$ cat config.mk
export PLATFORM = sky130hd
export DESIGN_NAME = idmp_top
export DESIGN_NICKNAME = d
export VERILOG_FILES = /design/src/core/idmp_pkg.sv /design/src/core/idmp_regfile.sv /design/src/core/idmp_chan.sv /design/src/core/idmp_top.sv
export SDC_FILE = /design/constraint.sdc
export NUM_CORES = 1
export LEC_CHECK = 0
export ABC_AREA = 1
export BUFFER_PORTS_ARGS = -buffer_cell sky130_fd_sc_hd__buf_2
export CAP_MARGIN = 5
export CORE_MARGIN = 3
export CORE_UTILIZATION = 40
export DETAILED_ROUTE_END_ITERATION = 12
export PLACE_DENSITY = 0.67
export SLEW_MARGIN = 25
export SYNTH_ARGS = -nofsm -noshare
export SYNTH_HDL_FRONTEND = slang
export SYNTH_SLANG_ARGS = --single-unit
$ cat constraint.sdc
create_clock -name clk -period 7.5 [get_ports clk]
set_clock_uncertainty 0.05 [all_clocks]
set_input_delay 0 -clock clk [delete_from_list [all_inputs] [get_ports clk]]
set_output_delay 0 -clock clk [all_outputs]
set_load 0.02 [all_outputs]
$ cat src/core/idmp_pkg.sv
package idmp_pkg;

  // I/O offsets of the registers served by this block
  localparam logic [7:0] IDMP_OFS_MODE      = 8'h0b;
  localparam logic [7:0] IDMP_OFS_PAGE_CH2  = 8'h81;
  localparam logic [7:0] IDMP_OFS_PAGE_CH3  = 8'h82;
  localparam logic [7:0] IDMP_OFS_PAGE_CH1  = 8'h83;
  localparam logic [7:0] IDMP_OFS_PAGE_CH0  = 8'h87;
  localparam logic [7:0] IDMP_OFS_BPTR_CLR  = 8'hd8;
  localparam logic [7:0] IDMP_OFS_MCLR      = 8'hda;
  localparam logic [7:0] IDMP_OFS_UNMASK    = 8'hdc;
  localparam logic [7:0] IDMP_OFS_MASK_ALL  = 8'hde;

  // Mode register field positions
  localparam int unsigned IDMP_MODE_XMODE_HI = 7;
  localparam int unsigned IDMP_MODE_XMODE_LO = 6;
  localparam int unsigned IDMP_MODE_DEC_BIT  = 5;
  localparam int unsigned IDMP_MODE_AUTO_BIT = 4;
  localparam int unsigned IDMP_MODE_TYPE_HI  = 3;
  localparam int unsigned IDMP_MODE_TYPE_LO  = 2;

  // Reset values and fixed readback values
  localparam logic [5:0] IDMP_MODE_RST  = 6'h00;
  localparam logic [7:0] IDMP_PAGE_RST  = 8'h00;
  localparam logic [3:0] IDMP_MASK_RST  = 4'h0;
  localparam logic [1:0] IDMP_SEL_READ  = 2'h3;
  localparam logic [3:0] IDMP_MASK_RSVD = 4'h0;

  // Transfer modes
  localparam logic [1:0] IDMP_XM_DEMAND  = 2'h0;
  localparam logic [1:0] IDMP_XM_SINGLE  = 2'h1;
  localparam logic [1:0] IDMP_XM_BLOCK   = 2'h2;
  localparam logic [1:0] IDMP_XM_CASCADE = 2'h3;

  // Transfer types; 11 is undefined, stored and output as written (the host model sends verify)
  localparam logic [1:0] IDMP_TT_VERIFY = 2'h0;
  localparam logic [1:0] IDMP_TT_WRITE  = 2'h1;
  localparam logic [1:0] IDMP_TT_READ   = 2'h2;

  // Stored mode of one channel (selector bits are not stored)
  typedef struct packed {
    logic [1:0] xmode;
    logic       dec;
    logic       autoinit;
    logic [1:0] xtype;
  } idmp_mode_s;

  // One I/O access from the host
  typedef struct packed {
    logic       rd;
    logic       wr;
    logic [7:0] addr;
    logic [7:0] wdata;
  } idmp_io_s;

  // Transfer progress strobes for the byte-wide controller
  typedef struct packed {
    logic       start;
    logic       step;
    logic [1:0] chan;
  } idmp_xfer_s;

endpackage

$ cat src/core/idmp_regfile.sv
`timescale 1ns/1ps
// Small register array for the four channel modes, registered read port
module idmp_regfile
  import idmp_pkg::*;
#(
  parameter int unsigned DEPTH = 4
)
(
  input  wire logic                     clk,
  input  wire logic                     reset,
  input  wire logic                     ce,
  input  wire logic                     we,
  input  wire logic [$clog2(DEPTH)-1:0] waddr,
  input  wire idmp_mode_s               wdata,
  input  wire logic [$clog2(DEPTH)-1:0] raddr,
  output idmp_mode_s                    rdata,
  output idmp_mode_s [DEPTH-1:0]        all
);

  // Elaboration check: a single word leaves no select bits for the walk
  if (DEPTH < 2)
  begin : g_bad_depth
    $error("idmp_regfile: DEPTH must be at least 2");
  end

  typedef struct packed {
    idmp_mode_s [DEPTH-1:0] mem;
    idmp_mode_s             rd;
  } idmp_rf_s;

  idmp_rf_s st_r;
  idmp_rf_s st_nxt;

  // Write port and registered read
  always_comb
  begin
    st_nxt = st_r;
    if (we)
      st_nxt.mem[waddr] = wdata;
    st_nxt.rd = st_r.mem[raddr];
  end

  // Demand mode after reset
  always_ff @(posedge clk or posedge reset)
  begin
    if (reset)
      st_r <= '0;
    else if (ce)
      st_r <= st_nxt;
  end

  assign rdata = st_r.rd;
  assign all   = st_r.mem;

endmodule

$ cat src/core/idmp_chan.sv
`timescale 1ns/1ps
// Address and count engine of one byte-wide channel
module idmp_chan
  import idmp_pkg::*;
#(
  parameter int unsigned AW = 16
)
(
  input  wire logic          clk,
  input  wire logic          reset,
  input  wire logic          ce,
  input  wire logic          load,
  input  wire logic [AW-1:0] base_addr,
  input  wire logic [AW-1:0] base_count,
  input  wire logic          step,
  input  wire logic          dec,
  input  wire logic          autoinit,
  output logic [AW-1:0]      cur_addr,
  output logic               tc
);

  // Elaboration check: narrower counters cannot hold a byte offset
  if (AW < 8)
  begin : g_bad_aw
    $error("idmp_chan: AW must be at least 8");
  end

  typedef struct packed {
    logic [AW-1:0] addr;
    logic [AW-1:0] cnt;
    logic          tc;
  } idmp_ch_s;

  idmp_ch_s st_r;
  idmp_ch_s st_nxt;
  logic     at_end;

  assign at_end = (st_r.cnt == '0);

  // One transfer per step; a step taken at count zero wraps or reloads and gives terminal count
  always_comb
  begin
    st_nxt    = st_r;
    st_nxt.tc = 1'b0;
    if (load)
    begin
      st_nxt.addr = base_addr;
      st_nxt.cnt  = base_count;
    end
    else if (step)
    begin
      st_nxt.tc = at_end;
      if (at_end && autoinit)
      begin
        st_nxt.addr = base_addr;
        st_nxt.cnt  = base_count;
      end
      else
      begin
        st_nxt.addr = dec ? st_r.addr - 1'b1 : st_r.addr + 1'b1;
        st_nxt.cnt  = st_r.cnt - 1'b1;
      end
    end
  end

  always_ff @(posedge clk or posedge reset)
  begin
    if (reset)
      st_r <= '0;
    else if (ce)
      st_r <= st_nxt;
  end

  assign cur_addr = st_r.addr;
  assign tc       = st_r.tc;

  a_chan_dir: assert property (@(posedge clk) disable iff (reset)
    ce && step && !load && !(at_end && autoinit) |=>
      cur_addr == ($past(dec) ? $past(cur_addr) - 1'b1 : $past(cur_addr) + 1'b1))
    else $error("address did not move in programmed direction");

  a_chan_reload: assert property (@(posedge clk) disable iff (reset)
    ce && step && !load && at_end && autoinit |=> cur_addr == $past(base_addr) && tc)
    else $error("autoinit did not reload at terminal count");

endmodule

$ cat src/core/idmp_top.sv
`timescale 1ns/1ps
// How it works
// - Mode bits 7:6 pick demand, single, block or cascade; reset gives demand.
// - Mode bit 5 clear increments the address, set decrements it.
// - With autoinit set, terminal count reloads address and count from base.
// - An autoinitialised channel keeps its mask bit at terminal count.
// - Transfer type 00 verify, 01 write, 10 read; 11 must not be used.
// - A mode write lands only in the channel named by data bits 1:0.
// - Mode reads walk channels 0 to 3; a clear restarts at channel 0.
// - Mode readback shows ones in the channel selector bits.
// - Any write to the byte pointer clear address zeroes the byte pointer.
// - Any write to the master clear address clears the word controller.
// - Any write to the unmask address clears all word controller mask bits.
// - The all-bits mask address reads and writes the whole mask register.
// - Mask bits 3..0 cover channels 7..4; upper bits read zero.
// - Processor reset clears the whole word controller mask.
// - Page registers for channels 2,3,1,0 sit at 81h,82h,83h,87h.
// - Every page register resets to all zeros.
// - Master clear also clears the terminal count status bits.
module idmp_top
  import idmp_pkg::*;
#(
  parameter int unsigned NCH = 4,
  parameter int unsigned AW  = 16
)
(
  input  wire logic             clk,
  input  wire logic             reset,
  input  wire logic             ce,
  input  wire idmp_io_s         io,
  output logic [7:0]            rdata,
  output logic                  rvalid,
  input  wire logic             mode_cnt_clr,
  input  wire logic             wide_access,
  input  wire logic [NCH*AW-1:0] base_addr,
  input  wire logic [NCH*AW-1:0] base_count,
  input  wire idmp_xfer_s       xfer,
  input  wire logic [3:0]       wide_tc_evt,
  output logic [23:0]           mem_addr,
  output logic [1:0]            xfer_mode,
  output logic [1:0]            xfer_type,
  output logic [NCH-1:0]        byte_auto_mask_set,
  output logic [3:0]            wide_mask,
  output logic [3:0]            wide_tc_status,
  output logic                  byte_ptr,
  output logic                  wide_mclr
);

  // Elaboration checks: the page decode and the 24-bit address assume four 16-bit channels
  if (NCH != 4)
  begin : g_bad_nch
    $error("idmp_top: NCH must be 4");
  end
  if (AW != 16)
  begin : g_bad_aw
    $error("idmp_top: AW must be 16");
  end

  typedef struct packed {
    logic [NCH-1:0][7:0] page;
    logic [3:0]          mask;
    logic [3:0]          tcst;
    logic [1:0]          rdcnt;
    logic                bptr;
    logic                mclr;
    logic [7:0]          rdata;
    logic                rvalid;
    logic                rd_mode;
    logic [1:0]          act_ch;
    logic [23:0]         maddr;
  } idmp_st_s;

  idmp_st_s          st_r;
  idmp_st_s          st_nxt;
  idmp_mode_s        mode_wdata;
  idmp_mode_s        mode_rdata;
  idmp_mode_s [NCH-1:0] modes;
  logic [NCH-1:0][AW-1:0] cur_addr;
  logic [NCH-1:0]    tc;
  logic              wr_mode;
  logic              rd_mode;

  // Page register index for a page offset, or none
  function automatic logic [2:0] page_sel(input logic [7:0] a);
    unique case (a)
      IDMP_OFS_PAGE_CH0: page_sel = 3'h4;
      IDMP_OFS_PAGE_CH1: page_sel = 3'h5;
      IDMP_OFS_PAGE_CH2: page_sel = 3'h6;
      IDMP_OFS_PAGE_CH3: page_sel = 3'h7;
      default:           page_sel = 3'h0;
    endcase
  endfunction

  // Packed channel mode from written byte; selector bits are dropped
  function automatic idmp_mode_s mode_of(input logic [7:0] d);
    mode_of.xmode    = d[IDMP_MODE_XMODE_HI:IDMP_MODE_XMODE_LO];
    mode_of.dec      = d[IDMP_MODE_DEC_BIT];
    mode_of.autoinit = d[IDMP_MODE_AUTO_BIT];
    mode_of.xtype    = d[IDMP_MODE_TYPE_HI:IDMP_MODE_TYPE_LO];
  endfunction

  assign wr_mode    = io.wr && io.addr == IDMP_OFS_MODE;
  assign rd_mode    = io.rd && io.addr == IDMP_OFS_MODE;
  assign mode_wdata = mode_of(io.wdata);

  idmp_regfile #(.DEPTH(NCH)) u_modes (
    .clk   (clk),
    .reset (reset),
    .ce    (ce),
    .we    (wr_mode),
    .waddr (io.wdata[1:0]),
    .wdata (mode_wdata),
    .raddr (st_r.rdcnt),
    .rdata (mode_rdata),
    .all   (modes)
  );

  // One address engine per byte-wide channel
  for (genvar g = 0; g < NCH; g++)
  begin : g_ch
    logic sel;
    assign sel = xfer.chan == 2'(g);
    idmp_chan #(.AW(AW)) u_ch (
      .clk        (clk),
      .reset      (reset),
      .ce         (ce),
      .load       (xfer.start && sel),
      .base_addr  (base_addr[g*AW +: AW]),
      .base_count (base_count[g*AW +: AW]),
      .step       (xfer.step && sel),
      .dec        (modes[g].dec),
      .autoinit   (modes[g].autoinit),
      .cur_addr   (cur_addr[g]),
      .tc         (tc[g])
    );
    assign byte_auto_mask_set[g] = tc[g] && !modes[g].autoinit;
    a_no_automask: assert property (@(posedge clk) disable iff (reset)
      tc[g] && modes[g].autoinit |-> !byte_auto_mask_set[g])
      else $error("autoinit channel masked itself");
  end

  // Register accesses and special commands
  always_comb
  begin
    logic [2:0] ps;
    ps            = page_sel(io.addr);
    st_nxt        = st_r;
    st_nxt.mclr   = 1'b0;
    st_nxt.rvalid = io.rd;
    st_nxt.rd_mode = rd_mode;
    st_nxt.act_ch = xfer.chan;
    st_nxt.rdata  = 8'h00;
    // Terminal count events are sticky; a clear in the same cycle loses
    st_nxt.tcst   = st_r.tcst | wide_tc_evt;
    if (wide_access)
      st_nxt.bptr = ~st_r.bptr;
    if (rd_mode)
      st_nxt.rdcnt = st_r.rdcnt + 2'h1;
    if (mode_cnt_clr)
      st_nxt.rdcnt = 2'h0;
    if (io.wr)
    begin
      unique case (io.addr)
        IDMP_OFS_BPTR_CLR: st_nxt.bptr = 1'b0;
        IDMP_OFS_MCLR:
        begin
          st_nxt.mclr = 1'b1;
          st_nxt.bptr = 1'b0;
          st_nxt.mask = IDMP_MASK_RST;
          st_nxt.tcst = wide_tc_evt;
        end
        IDMP_OFS_UNMASK:   st_nxt.mask = IDMP_MASK_RST;
        IDMP_OFS_MASK_ALL: st_nxt.mask = io.wdata[3:0];
        default:
        begin
          if (ps[2])
            st_nxt.page[ps[1:0]] = io.wdata;
        end
      endcase
    end
    if (io.rd)
    begin
      if (io.addr == IDMP_OFS_MASK_ALL)
        st_nxt.rdata = {IDMP_MASK_RSVD, st_r.mask};
      else if (ps[2])
        st_nxt.rdata = st_r.page[ps[1:0]];
    end
    st_nxt.maddr = {st_r.page[xfer.chan], cur_addr[xfer.chan]};
  end

  always_ff @(posedge clk or posedge reset)
  begin
    if (reset)
      st_r <= '0;
    else if (ce)
      st_r <= st_nxt;
  end

  assign rdata = st_r.rd_mode ? {mode_rdata, IDMP_SEL_READ} : st_r.rdata;
  assign rvalid = st_r.rvalid;

  assign xfer_mode      = modes[st_r.act_ch].xmode;
  assign xfer_type      = modes[st_r.act_ch].xtype;
  assign mem_addr       = st_r.maddr;
  assign wide_mask      = st_r.mask;
  assign wide_tc_status = st_r.tcst;
  assign byte_ptr       = st_r.bptr;
  assign wide_mclr      = st_r.mclr;

  a_mode_readback: assert property (@(posedge clk) disable iff (reset)
    ce && rd_mode |=> rdata[1:0] == IDMP_SEL_READ && rvalid)
    else $error("mode readback selector not ones");

  a_mode_reset: assert property (@(posedge clk)
    $fell(reset) |-> modes[0].xmode == IDMP_XM_DEMAND)
    else $error("mode not demand after reset");

  a_walk_clear: assert property (@(posedge clk) disable iff (reset)
    ce && mode_cnt_clr |=> st_r.rdcnt == 2'h0)
    else $error("read walk did not restart");

  a_walk_step: assert property (@(posedge clk) disable iff (reset)
    ce && rd_mode && !mode_cnt_clr |=> st_r.rdcnt == $past(st_r.rdcnt) + 2'h1)
    else $error("read walk did not advance");

  a_mode_steer: assert property (@(posedge clk) disable iff (reset)
    ce && wr_mode |=> modes[$past(io.wdata[1:0])] == $past(mode_wdata))
    else $error("mode write missed its channel");

  a_bptr_clear: assert property (@(posedge clk) disable iff (reset)
    ce && io.wr && io.addr == IDMP_OFS_BPTR_CLR |=> !byte_ptr)
    else $error("byte pointer not cleared");

  a_mclr_all: assert property (@(posedge clk) disable iff (reset)
    ce && io.wr && io.addr == IDMP_OFS_MCLR |=> wide_mclr && wide_mask == 4'h0 && !byte_ptr)
    else $error("master clear incomplete");

  a_mclr_tc: assert property (@(posedge clk) disable iff (reset)
    ce && io.wr && io.addr == IDMP_OFS_MCLR |=> wide_tc_status == $past(wide_tc_evt))
    else $error("tc status survived master clear");

  a_unmask_all: assert property (@(posedge clk) disable iff (reset)
    ce && io.wr && io.addr == IDMP_OFS_UNMASK |=> wide_mask == 4'h0)
    else $error("unmask did not clear mask");

  // Host leaves one idle cycle between accesses, so the readback comes two edges after the write
  a_mask_rw: assert property (@(posedge clk) disable iff (reset)
    ce && io.wr && io.addr == IDMP_OFS_MASK_ALL ##1 ce && !io.wr ##1 ce && io.rd && io.addr == IDMP_OFS_MASK_ALL
      |=> rdata == {IDMP_MASK_RSVD, $past(io.wdata[3:0], 3)})
    else $error("mask readback mismatch");

  a_mask_reset: assert property (@(posedge clk)
    $fell(reset) |-> wide_mask == 4'h0 && st_r.page == '0)
    else $error("mask or page not clear after reset");

  a_page_addr: assert property (@(posedge clk) disable iff (reset)
    ce |=> mem_addr[23:16] == $past(st_r.page[xfer.chan]))
    else $error("page not on upper address");

  a_mode_others: assert property (@(posedge clk) disable iff (reset)
    ce && wr_mode |=> modes[$past(io.wdata[1:0]) ^ 2'h1] == $past(modes[io.wdata[1:0] ^ 2'h1]))
    else $error("mode write touched another channel");

  a_walk_hold: assert property (@(posedge clk) disable iff (reset)
    ce && !rd_mode && !mode_cnt_clr |=> st_r.rdcnt == $past(st_r.rdcnt))
    else $error("read walk moved without a read");

  a_page_write: assert property (@(posedge clk) disable iff (reset)
    ce && io.wr && io.addr == IDMP_OFS_PAGE_CH2 |=> st_r.page[2] == $past(io.wdata))
    else $error("channel two page write lost");

  a_mask_upper: assert property (@(posedge clk) disable iff (reset)
    ce && io.rd && io.addr == IDMP_OFS_MASK_ALL |=> rvalid && rdata == {IDMP_MASK_RSVD, $past(wide_mask)})
    else $error("mask read upper bits not zero");

  a_bptr_toggle: assert property (@(posedge clk) disable iff (reset)
    ce && wide_access && !(io.wr && (io.addr == IDMP_OFS_BPTR_CLR || io.addr == IDMP_OFS_MCLR))
      |=> byte_ptr != $past(byte_ptr))
    else $error("byte pointer did not toggle");

  a_mclr_pulse: assert property (@(posedge clk) disable iff (reset)
    ce && !(io.wr && io.addr == IDMP_OFS_MCLR) |=> !wide_mclr)
    else $error("master clear pulse without command");

endmodule

==> metrics.cfg <==
[final_layout]
fin_util=0.5048
nFillCells=4130
layout.nets=3069
finalInstanceArea_um2=20940
syn_to_final_growth_pct=22.92
final_layout_size_suffix_gt1_frac=0.1120

[logic_synthesis]
synth_seq_cells=242
syn_nets=2756
synth.most_common_cell=nand2_1
synthFlopType=dfrtp_1
yosysTopAreaCell=dfrtp_1
synth_edf_count=0
synth_cells=2529
ys_seq_area_frac=0.3555
async_reset_ff_frac=1.000
synth_area_per_cell_um2=6.736
yosysWarnings=0
syn-cell-area_um2=17040
synth_area_leaders=dfrtp_1 (36%), nand2_1 (16%), nor2_1 (6.9%), inv_1 (6.3%), o21ai_0 (5.4%)
synth_common_cells=nand2_1 (746), nor2_1 (311), inv_1 (287)
synth_cell_type_count=49
yosysTopAreaCellShare=0.3555

[worst_setup_path]
cp_common_cell=inv_1
crit_slowest_cell=nand2_2
cp_max_fo=25
path_cells=inv_1 -> ha_1 -> nand2_1 -> nor2_1 -> nand4_1 -> nand2_2 -> inv_1 -> o211ai_1 -> o21ai_0
critPathLaunchType=register
worstPathRequired_ns=7.89
path_class=reg -> reg
max_stage_delay_ns=0.66
arrival_ns=3.64
critPathCaptureType=register

[route]
vias_per_cell=5.231
wl_per_cell_um=16.67
antenna_left=0
drt_iter0_drc=1368
drc=0
num_vias=17790
drt_pass1_iterations=8
totalWireLength_mm=56.66

[timing]
finalSetupTns_ns=0
setup_viol=0
worst_slew_pin_slew_ns=1.069
rsz0062_at_grt=no
maxSlewViolCount=0
max_freq_mhz=307.6
hold_viol_final=0
relSlewSlack=0.2874
fin_crit_sh=0.4335
period_needed_ns=3.251

[floorplanning]
num_rows=74
initial_core_util=0.4107
fp.dieW_um=212.4
coreArea_um2=41480
die_height_um=212.4
design.portCount=210
fp.dieArea_um2=45100

[clock_tree]
cts_resized=0
clk_latency_ns=0.58
post-cts-setup-buffers=0
cts_hold_buf=173
clkTransAtPathRegs_ns=0.06
cts_inserted_buffers=29
cts-root-buf=clkbuf_16
cts_sinks=242
cts_max_level=1
tritoncts=yes
cts_buffer_depth=3

[power_and_ir_drop]
p_clk_frac=0.298
switching_share=0.3804
powerDensity_nw_per_um2=240.4
internal_power_mw=3.118
ir_worst_vdd_mv=0.1577
seq_power_share=0.379
p_comb_frac=0.322
leakagePower_nw=10.78
netSwitchingPower_mw=1.915

[placement]
hpwlAfterDp_mm=40.25
portBuffers=209
post_dp_cell_area_um2=18200
globalplace.congestion=0.9170

[global_route]
grt_overflow=0
antenna_found_initial=1
grt_use_total=0.2467
grt_pass1_vias=16910
grt_pass1_wl_mm=89.87
grt_max_degree=136

[worst_hold_path]
worst_hold_path_type=in -> async

[outcome]
status=complete, no violations

[run]
drv_cap=0

-- final timing paths --
kind	start	endpoint	slack (ns)	cells past startpoint
setup / recovery	g_ch[2].u_ch.st_r[1]	g_ch[2].u_ch.st_r[8]	4.25	9
hold / removal	reset	g_ch[1].u_ch.st_r[4]	0.1	3
setup reg to reg	g_ch[2].u_ch.st_r[1]	g_ch[2].u_ch.st_r[8]	4.25	9
hold reg to reg	rvalid	rvalid	0.42	2
max in group asynchronous	reset	u_modes.all[16]	6.00	4
min in group clk	base_count[2]	g_ch[0].u_ch.st_r[3]	0.15	4
-- cells in the final DEF, fill, tap and decap left out, types with 7 or more instances in the layout --
cell type | netlist | routed
nand3_1 | 118 | 118
o22ai_1 | 21 | 21
inv_1 | 287 | 286
dfrtp_1 | 242 | 242
or2_2 | 16 | 16
o21ai_0 | 185 | 185
nor2_1 | 311 | 311
inv_2 | 11 | 11
xor2_1 | 21 | 21
xnor2_1 | 9 | 9
a31oi_1 | 12 | 12
o211ai_1 | 22 | 22
buf_4 | 45 | 7
o21ai_1 | 56 | 56
buf_2 | 21 | 209
nor3_1 | 27 | 27
a22oi_1 | 25 | 25
nand2_1 | 746 | 746
ha_1 | 64 | 64
dlygate4sd3_1 | 0 | 173
nand3b_1 | 7 | 7
a41oi_1 | 10 | 10
clkbuf_16 | 0 | 29
nand4_1 | 35 | 35
a21oi_1 | 143 | 143
clkbuf_1 | 30 | 8
-- layer usage --
| metal | GRT usage | up-vias | share of wire |
|---|---|---|---|
| met3 | 0.02789 | 99 | 0.053 |
| met4 | 0.07295 | 0 | 0.032 |
| met1 | 0.3359 | 8296 | 0.45 |
| li1 | - | 8814 | - |
| met5 | 0 | - | 0 |
| met2 | 0.4153 | 577 | 0.47 |
-- stage by stage --
stage | std cells | hold slack, ns | power [mW] | worst slack [ns]
final | 3400 | 0.09792 | 5.033 | 4.249
after global routing | 3398 | 0.1592 | 5.388 | 3.925
after CTS | 3397 | 0.09511 | 5.049 | 4.299
after detailed placement | 3170 | 0.1871 | 3.455 | 4.291
after global placement | 3170 | 0.1841 | 3.409 | 4.440
after floorplan | 2529 | 0.07095 | 2.995 | 0.8052
-- cell families (layout without fill, tap and decap cells) --
logic type	Yosys count	after routing	share of synthesized area
fa+ha+maj	68	68	0.05171
buf+inv	407	743	0.1031
flops	242	242	0.3555
other cells	0	3	0
xor+xnor	30	30	0.01542
simple gates	1291	1291	0.3144
compound gates	491	491	0.1598
-- power groups by stage --
stage / clock [mW] / sequential [mW] / combinational, mW
floorplan: 0 / 1.80 / 1.20
global placement: 0 / 1.91 / 1.50
detailed placement: 0 / 1.92 / 1.53
CTS: 1.53 / 1.90 / 1.61
global route: 1.58 / 1.94 / 1.86
finish: 1.50 / 1.91 / 1.62
-- critical path, delay by kind of cell (launching register included) --
family | cells | cell delay (ns)
AND/OR/NAND/NOR | 4 | 1.43
buffers and inverters | 2 | 0.63
AO/OA/AOI/OAI | 2 | 0.42
flip-flops | 1 | 0.36
adder cells (fa/ha/maj) | 1 | 0.21
-- state kept, by name (all words and copies together) (netlist names) --
signal and count:
u_modes.all 24, g_ch.u_ch.st_r 64, rvalid 1, wide_tc_status 4, st_r 45, mem_addr 24
byte_ptr 1, u_modes.rdata 6, wide_mask 4, g_ch.u_ch.tc 4, wide_mclr 1, g_ch.u_ch.cur_addr 64
-- area by class of cell --
| cell class | count | area (um^2) | area share |
|---|---|---|---|
| antenna | 3 | 7.507 | 0.0003585 |
| clock buffer | 42 | 824.5 | 0.03938 |
| clock inverter | 12 | 180.2 | 0.008605 |
| inverter | 299 | 1132 | 0.05408 |
| multi-input combinational | 1880 | 9223 | 0.4405 |
| sequential | 242 | 6056 | 0.2892 |
| tap | 532 | 665.6 | 0.03179 |
| timing repair buffer | 390 | 2850 | 0.1361 |
Note: power is estimated with default switching activity, not from simulation.
